### src/rtl/sdc_defines.svh
// Constants for the command and state decoder
`ifndef SDC_DEFINES_SVH
`define SDC_DEFINES_SVH
`define SDC_MODE_DELAY_CYC 2
`define SDC_LAT_LSB 4
`define SDC_LAT_MSB 6
`define SDC_BL_MSB 2
`define SDC_MODE_RESET 12'h020
`define SDC_REFRESH_CYC 4
`endif

### src/rtl/sdc_pkg.sv
// Types for the command and state decoder
package sdc_pkg;
  typedef enum logic [1:0] {SDC_RUN, SDC_SUSPEND, SDC_POWER_DOWN, SDC_SELF_REFRESH} sdc_power_t;
  typedef enum logic [2:0] {SDC_IDLE, SDC_ROW_ACTIVE, SDC_READ, SDC_WRITE, SDC_PRECHARGE,
                            SDC_REFRESH} sdc_bank_t;
  typedef struct packed {
    sdc_power_t  power;
    sdc_bank_t   state;
    logic [1:0]  bank_open;
    logic        bank;
    logic [7:0]  column;
    logic [3:0]  burst_left;
    logic [11:0] mode;
    logic [1:0]  mode_wait;
    logic [2:0]  refresh_cnt;
    logic [7:0]  rd_valid_pipe;
    logic        cke_prev;
    logic        dout_en_upper;
    logic        dout_en_lower;
    logic        wr_upper;
    logic        wr_lower;
    logic [8:0]  rd_addr;
    logic [17:0] rd_addr_pipe;
    logic        rd_valid;
    logic        power_down;
    logic        suspended;
    logic        self_refresh;
  } sdc_state_t;
endpackage

### src/rtl/sdc_decoder.sv
// Command decoder and state tracker for the two-bank synchronous memory
`timescale 1ns/1ps
`default_nettype none
`include "sdc_defines.svh"
module sdc_decoder
  import sdc_pkg::*;
(
  input  wire logic       clk,
  input  wire logic       reset_n,
  input  wire logic       cke,
  input  wire logic       cs_n,
  input  wire logic       ras_n,
  input  wire logic       cas_n,
  input  wire logic       we_n,
  input  wire logic       byte_mask_upper,
  input  wire logic       byte_mask_lower,
  input  wire logic       bank_select_bit,
  input  wire logic       auto_precharge_bit,
  input  wire logic [9:0] addr_low,
  output logic            upper_lane_enable,
  output logic            lower_lane_enable,
  output logic            write_upper,
  output logic            write_lower,
  output logic [8:0]      read_addr,
  output logic            read_data_valid,
  output logic [1:0]      bank_active,
  output logic            power_down,
  output logic            suspended,
  output logic            self_refresh
);
  sdc_state_t q;
  sdc_state_t d;
  logic [1:0] cke_sync;
  logic [1:0] lane_meta;
  logic [4:0] cmd_meta;
  logic [11:0] addr_meta;
  logic [1:0] lane_sync;
  logic [4:0] cmd_sync;
  logic [11:0] addr_sync;
  logic       cke_now;
  logic       sel;
  logic       is_nop;
  logic       is_halt;
  logic       is_read;
  logic       is_write;
  logic       is_pre;
  logic       is_act;
  logic       is_ref;
  logic       is_mode;
  logic [3:0] burst_len;
  logic [2:0] lat;

  function automatic logic [3:0] burst_of(input logic [11:0] m);
    unique case (m[`SDC_BL_MSB:0])
      3'h0:    burst_of = 4'h1;
      3'h1:    burst_of = 4'h2;
      3'h2:    burst_of = 4'h4;
      default: burst_of = 4'h8;
    endcase
  endfunction

  always_ff @(posedge clk or negedge reset_n)
  begin
    if (!reset_n)
    begin
      cke_sync  <= 2'h0;
      lane_meta <= 2'h3;
      cmd_meta  <= 5'h1f;
      addr_meta <= 12'h000;
      lane_sync <= 2'h3;
      cmd_sync  <= 5'h1f;
      addr_sync <= 12'h000;
    end
    else
    begin
      cke_sync  <= {cke_sync[0], cke};
      lane_meta <= {byte_mask_upper, byte_mask_lower};
      cmd_meta  <= {cs_n, ras_n, cas_n, we_n, 1'b0};
      addr_meta <= {bank_select_bit, auto_precharge_bit, addr_low};
      lane_sync <= lane_meta;
      cmd_sync  <= cmd_meta;
      addr_sync <= addr_meta;
    end
  end

  assign cke_now   = cke_sync[1];
  assign sel       = ~cmd_sync[4];
  assign is_nop    = ~sel | (cmd_sync[3:1] == 3'h7);
  assign is_halt   = sel & (cmd_sync[3:1] == 3'h6);
  assign is_read   = sel & (cmd_sync[3:1] == 3'h5);
  assign is_write  = sel & (cmd_sync[3:1] == 3'h4);
  assign is_act    = sel & (cmd_sync[3:1] == 3'h3);
  assign is_pre    = sel & (cmd_sync[3:1] == 3'h2);
  assign is_ref    = sel & (cmd_sync[3:1] == 3'h1);
  assign is_mode   = sel & (cmd_sync[3:1] == 3'h0);
  assign burst_len = burst_of(q.mode);
  assign lat       = q.mode[`SDC_LAT_MSB:`SDC_LAT_LSB];

  always_comb
  begin
    d = q;
    d.cke_prev = cke_now;
    d.rd_valid_pipe = {q.rd_valid_pipe[6:0], 1'b0};
    d.rd_addr_pipe = {q.rd_addr_pipe[8:0], q.bank, q.column};
    d.wr_upper = 1'b0;
    d.wr_lower = 1'b0;
    if (q.mode_wait != 2'h0)
      d.mode_wait = q.mode_wait - 2'h1;
    if (!q.cke_prev)
    begin
      if (cke_now)
        d.power = SDC_RUN;
    end
    else if (!cke_now && q.state != SDC_IDLE && q.state != SDC_REFRESH)
      d.power = SDC_SUSPEND;
    else
    begin
      d.dout_en_upper = ~lane_sync[1];
      d.dout_en_lower = ~lane_sync[0];
      if (q.state == SDC_READ && q.burst_left != 4'h0)
      begin
        d.burst_left = q.burst_left - 4'h1;
        d.column = q.column + 8'h01;
        d.rd_valid_pipe[0] = 1'b1;
        if (q.burst_left == 4'h1)
          d.state = SDC_ROW_ACTIVE;
      end
      if (q.state == SDC_WRITE && q.burst_left != 4'h0)
      begin
        d.burst_left = q.burst_left - 4'h1;
        d.column = q.column + 8'h01;
        d.wr_upper = ~lane_sync[1];
        d.wr_lower = ~lane_sync[0];
        if (q.burst_left == 4'h1)
          d.state = SDC_ROW_ACTIVE;
      end
      if (q.state == SDC_PRECHARGE || q.state == SDC_REFRESH)
      begin
        if (q.refresh_cnt != 3'h0)
          d.refresh_cnt = q.refresh_cnt - 3'h1;
        else
          d.state = (q.bank_open != 2'h0) ? SDC_ROW_ACTIVE : SDC_IDLE;
      end
      unique case (q.state)
        SDC_IDLE:
        begin
          if ((is_nop || is_halt) && !cke_now)
            d.power = SDC_POWER_DOWN;
          else if (is_act)
          begin
            d.bank_open[addr_sync[11]] = 1'b1;
            d.state = SDC_ROW_ACTIVE;
          end
          else if (is_ref)
          begin
            d.refresh_cnt = 3'(`SDC_REFRESH_CYC);
            d.state = SDC_REFRESH;
            if (!cke_now)
              d.power = SDC_SELF_REFRESH;
          end
          else if (is_mode)
          begin
            d.mode = addr_sync;
            d.mode_wait = 2'(`SDC_MODE_DELAY_CYC);
          end
        end
        SDC_ROW_ACTIVE, SDC_READ:
        begin
          if (is_halt && q.state == SDC_READ)
          begin
            d.burst_left = 4'h0;
            d.state = SDC_ROW_ACTIVE;
          end
          else if ((is_read || is_write) && q.bank_open[addr_sync[11]])
          begin
            d.state = is_read ? SDC_READ : SDC_WRITE;
            d.bank = addr_sync[11];
            d.column = addr_sync[7:0];
            d.burst_left = burst_len;
          end
          else if (is_act)
            d.bank_open[addr_sync[11]] = 1'b1;
          else if (is_pre)
          begin
            if (addr_sync[10])
              d.bank_open = 2'h0;
            else
              d.bank_open[addr_sync[11]] = 1'b0;
            d.burst_left = 4'h0;
            d.refresh_cnt = 3'h1;
            d.state = SDC_PRECHARGE;
          end
        end
        default:
        begin
        end
      endcase
    end
    d.rd_valid = (lat == 3'h3) ? q.rd_valid_pipe[1] : q.rd_valid_pipe[0];
    if (d.rd_valid)
      d.rd_addr = (lat == 3'h3) ? q.rd_addr_pipe[17:9] : q.rd_addr_pipe[8:0];
    d.power_down = (d.power == SDC_POWER_DOWN);
    d.suspended = (d.power == SDC_SUSPEND);
    d.self_refresh = (d.power == SDC_SELF_REFRESH);
  end

  always_ff @(posedge clk or negedge reset_n)
  begin
    if (!reset_n)
    begin
      q <= '0;
      q.mode <= `SDC_MODE_RESET;
      q.dout_en_upper <= 1'b0;
      q.dout_en_lower <= 1'b0;
    end
    else
      q <= d;
  end

  assign upper_lane_enable = q.dout_en_upper;
  assign lower_lane_enable = q.dout_en_lower;
  assign write_upper       = q.wr_upper;
  assign write_lower       = q.wr_lower;
  assign read_addr         = q.rd_addr;
  assign read_data_valid   = q.rd_valid;
  assign bank_active       = q.bank_open;
  assign power_down        = q.power_down;
  assign suspended         = q.suspended;
  assign self_refresh      = q.self_refresh;

  a_suspend_entry: assert property (@(posedge clk) disable iff (!reset_n)
    (q.cke_prev && !cke_now && q.state == SDC_READ) |=> q.suspended)
    else $error("suspend not entered");
  a_frozen_state: assert property (@(posedge clk) disable iff (!reset_n)
    (!q.cke_prev && q.power == SDC_SUSPEND) |=> $stable(q.state))
    else $error("state moved in suspend");
  a_halt_read: assert property (@(posedge clk) disable iff (!reset_n)
    (q.cke_prev && cke_now && q.state == SDC_READ && is_halt) |=> q.state == SDC_ROW_ACTIVE)
    else $error("halt ignored");
  a_pre_all: assert property (@(posedge clk) disable iff (!reset_n)
    (q.cke_prev && cke_now && q.state == SDC_ROW_ACTIVE && is_pre && addr_sync[10])
    |=> bank_active == 2'h0)
    else $error("banks left open");
  a_mask_write: assert property (@(posedge clk) disable iff (!reset_n)
    (q.cke_prev && cke_now && lane_sync[1]) |=> !write_upper)
    else $error("masked upper lane written");
  a_mask_lower: assert property (@(posedge clk) disable iff (!reset_n)
    (q.cke_prev && cke_now && lane_sync[0]) |=> !lower_lane_enable && !write_lower)
    else $error("lower lane not blocked");
  a_enable_upper: assert property (@(posedge clk) disable iff (!reset_n)
    (q.cke_prev && cke_now && !lane_sync[1] && !q.suspended) |=> upper_lane_enable)
    else $error("upper lane not enabled");
  a_power_down: assert property (@(posedge clk) disable iff (!reset_n)
    (q.cke_prev && !cke_now && q.state == SDC_IDLE && is_nop) |=> power_down)
    else $error("power-down missed");
  a_resume: assert property (@(posedge clk) disable iff (!reset_n)
    (q.suspended && !q.cke_prev && cke_now) |=> !suspended)
    else $error("suspend not left");
  a_read_lat: assert property (@(posedge clk) disable iff (!reset_n)
    (q.rd_valid_pipe[0] && lat != 3'h3) |=> read_data_valid)
    else $error("read data late");

  c_read_burst: cover property (@(posedge clk) disable iff (!reset_n) q.state == SDC_READ ##1
    q.state == SDC_ROW_ACTIVE);
  c_suspend: cover property (@(posedge clk) disable iff (!reset_n) suspended ##1 !suspended);
  c_power_down: cover property (@(posedge clk) disable iff (!reset_n) power_down);
  c_read_to_write: cover property (@(posedge clk) disable iff (!reset_n) q.state == SDC_READ ##1
    q.state == SDC_WRITE);
endmodule // sdc_decoder
`default_nettype wire

### config.mk
export PLATFORM = sky130hd
export DESIGN_NAME = sdc_decoder
export DESIGN_NICKNAME = d
export VERILOG_FILES = /design/src/rtl/sdc_pkg.sv /design/src/rtl/sdc_decoder.sv
export VERILOG_INCLUDE_DIRS = /design/src /design/src/rtl
export SDC_FILE = /design/constraint.sdc
export NUM_CORES = 1
export LEC_CHECK = 0
export BUFFER_PORTS_ARGS = -buffer_cell sky130_fd_sc_hd__buf_2
export CELL_PAD_IN_SITES_DETAIL_PLACEMENT = 1
export CELL_PAD_IN_SITES_GLOBAL_PLACEMENT = 2
export CORE_MARGIN = 1.5
export CORE_UTILIZATION = 30
export CTS_CLUSTER_DIAMETER = 30
export DETAILED_ROUTE_END_ITERATION = 16
export GPL_ROUTABILITY_DRIVEN = 0
export PLACE_DENSITY = 0.71
export SYNTH_ARGS = -nofsm -noshare
export SYNTH_HDL_FRONTEND = slang
export SYNTH_SLANG_ARGS = --single-unit
### constraint.sdc
create_clock -name clk -period 5.2 [get_ports clk]
set_clock_uncertainty 0.2 [all_clocks]
set_input_delay 1.04 -clock clk [delete_from_list [all_inputs] [get_ports clk]]
set_output_delay 1.04 -clock clk [all_outputs]
set_load 0.01 [all_outputs]
==> qor.csv <==
metric;value;unit
portBuffers;37;
min-delay-start;addr_meta[3]$_DFF_PN0_;
max-cap-violations;0;
crit_chain;xnor2_1, a21o_1, nand4_1, mux2_2;
fillers;1467;
start_kind;register;
grt_util_all_layers;0.125;
slowest_stage;dfrtp_1;
r2r_cells;4;
via_per_inst;4.89;
post_cts_resized;0;
r2r_start;q[78]$_DFFE_PN0P_;
cts_tree;built;
critPathMaxStageDelay;0.72;ns
p_per_area;440;mW/mm^2
finalCritPeriodShare;0.521;
cp_num_buf_inv;0;
worstReg2RegEnd;q[51]$_DFFE_PN0P_;
rsz0062_at_grt;false;
outcome;finished clean;
synth-main-ff-cell;dfrtp_1;
yosysUniqueCellTypes;69;
hold_viol;0;
routed_wl;8460;um
design_area;0.00481;mm^2
dpl_cell_area;0.00450;mm^2
cts_setup_buffers;0;
die_w;122;um
relSlewSlack;0.380;
root_buffer;clkbuf_16;
area_growth;14.0;%
num_antenna_cells;0;
pin_count;40;
dr.pass1.iters;4;
dp.cells;537;
worstSetupPathType;register to register;
top_layer_used;met4;
syn_nets;368;
grt_pass1_vias;2783;
antenna_found_initial;0;
antenna_left;0;
clk_pin_slew_worst_paths;0.07;ns
cts_buffer_depth;2;
crit_fanout;20;
core_region_area;0.0138;mm^2
fin_crit;2.71;ns
vias;2702;
end_kind;register;
wl_met1;4260;um
dp_hpwl;5720;um
fin_hold_ws;0.149;ns
postSynthCellCount;342;
grt_remaining_overflow;0;
drc;0;
setup_viol;0;
cp_data_required_time;5.23;ns
htree_levels;3;
num_rows;43;
grt_pass1_wl;14400;um
synth-seq-area-share;0.603;
hold_path_end;addr_sync[3]$_DFF_PN0_;
hp-class;register to register;
cts_sinks;101;
worstHoldPathCells;0;
cts_hold_buffers;0;
die_y;122;um
cp.arrival;2.74;ns
layout-drive-gt1-share;0.241;
power;2.12;mW
dieArea;0.0148;mm^2
max_freq;369;MHz
numCtsBuffers;9;
wl_met2;3790;um
synth-edff-count;0;
clkLatencyLatePin;0.34;ns
synth-seq-cells;101;
async_flop_share;1.00;
start_util;0.305;
layoutNonFillerInstCount;553;
ir_drop;0.000201;V
reg2reg_slack;2.49;ns
drt-wirelength-per-cell;15.3;um
slew_viol_final;0;
layout.nets;394;
wl_met3;270;um
netlist_area;0.00422;mm^2
grt_max_degree;75;
fin_tns_setup;0;ns
crit_family;flip-flops;
syn_area_per_cell;12.3;um^2
worst_pin_slew;0.930;ns
p_leak;2.21;nW
first_iter_violations;98;
ys_warn_count;0;
[cell usage after synthesis, types with 3 or more instances]
master	count	area [um^2]
a21o_1	3	22.5
a21oi_1	3	15.0
a221o_1	3	30.0
a31oi_1	3	18.8
and2_1	5	31.3
and3_1	4	25.0
buf_2	5	25.0
buf_4	12	90.1
buf_6	3	33.8
clkbuf_1	5	18.8
dfrtp_1	88	2200
dfstp_2	13	342
ha_1	5	62.6
inv_1	13	48.8
mux2_2	6	67.6
mux2i_1	18	180
nand2_1	15	56.3
nand2b_1	4	25.0
nand3_1	6	30.0
nand3b_1	4	30.0
nand4_1	4	25.0
nor2_1	12	45.0
nor2b_1	7	43.8
nor3_1	7	35.0
nor3b_1	3	22.5
nor4_1	6	37.5
o21ai_0	22	110
o21ai_1	5	25.0
o2bb2ai_1	6	52.6
[metal layers]
layer  up-vias  track usage
li1       1294            -
met1      1363        0.179
met2        37        0.185
met3         8       0.0276
met4         0       0.0471
met5         -            0
[per-stage QoR]
stage	util	setup slack [ns]
5_1_grt	0.348	2.28
3_3_place_gp	0.325	2.51
4_1_cts	0.348	2.47
3_5_place_dp	0.325	2.47
6_report	0.348	2.49
2_1_floorplan	-	3.02
[state kept, by name, indices dropped and copies added, names as in the netlist, 2 cells and up]
signal and cells:
read_addr 9, lat 3, bank_active 2, lane_meta 2
addr_meta 10, d 20, lane_sync 2, addr_sync 10
cmd_sync 4, q 25, cke_sync 2, cmd_meta 4
[cell families (layout without fill, tap and decap cells)]
group | count (synthesis) | count (layout) | synth area share
DFF | 101 | 101 | 0.603
xor gates and xnor gates | 2 | 2 | 0.00415
muxes | 24 | 24 | 0.0587
AOI/OAI and AO/OA | 77 | 77 | 0.132
and+or+nand+nor | 94 | 94 | 0.136
buffers and inverters | 39 | 70 | 0.0522
adders and majority gates | 5 | 5 | 0.0148
[final cells by class]
class / count / area [um^2] / area share
Sequential cell: 101 / 2540 / 0.528
Timing Repair Buffer: 41 / 218 / 0.0452
Multi-Input combinational cell: 202 / 1460 / 0.304
Inverter: 13 / 48.8 / 0.0101
Clock buffer: 11 / 253 / 0.0525
Tap cell: 180 / 225 / 0.0468
Clock inverter: 5 / 63.8 / 0.0133
[where the power goes]
| group | switching (mW) | internal, mW |
|---|---|---|
| sequential | 0.123 | 0.934 |
| combinational | 0.195 | 0.170 |
| clock | 0.295 | 0.404 |
[cells in the final DEF (no fill, tap or decap), types with 3 or more instances in the layout]
cell,count
a21o_1,3
a221o_1,3
a31oi_1,3
and2_1,5
and3_1,4
buf_2,36
buf_4,5
clkbuf_16,9
dfrtp_1,88
dfstp_2,13
ha_1,5
inv_1,13
mux2_2,6
mux2i_1,18
nand2_1,15
nand2b_1,4
nand3_1,6
nand3b_1,4
nand4_1,4
nor2_1,12
nor2b_1,7
nor3_1,7
nor3b_1,3
nor4_1,6
o21ai_0,22
o21ai_1,5
o2bb2ai_1,6
[worst max path at each step]
stage,start,to,cells after the start
6_report,q[78]$_DFFE_PN0P_,q[51]$_DFFE_PN0P_,4
5_1_grt,q[77]$_DFFE_PN0P_,q[50]$_DFFE_PN0P_,4
4_1_cts,q[78]$_DFFE_PN0P_,lat[0]$_DFFE_PN0P_,4
3_5_place_dp,q[78]$_DFFE_PN0P_,q[51]$_DFFE_PN0P_,4
3_3_place_gp,q[78]$_DFFE_PN0P_,q[50]$_DFFE_PN0P_,4
2_1_floorplan,cmd_sync[3]$_DFF_PN1_,d[6]$_DFFE_PN0P_,6
(Power assumes the default switching activity.)
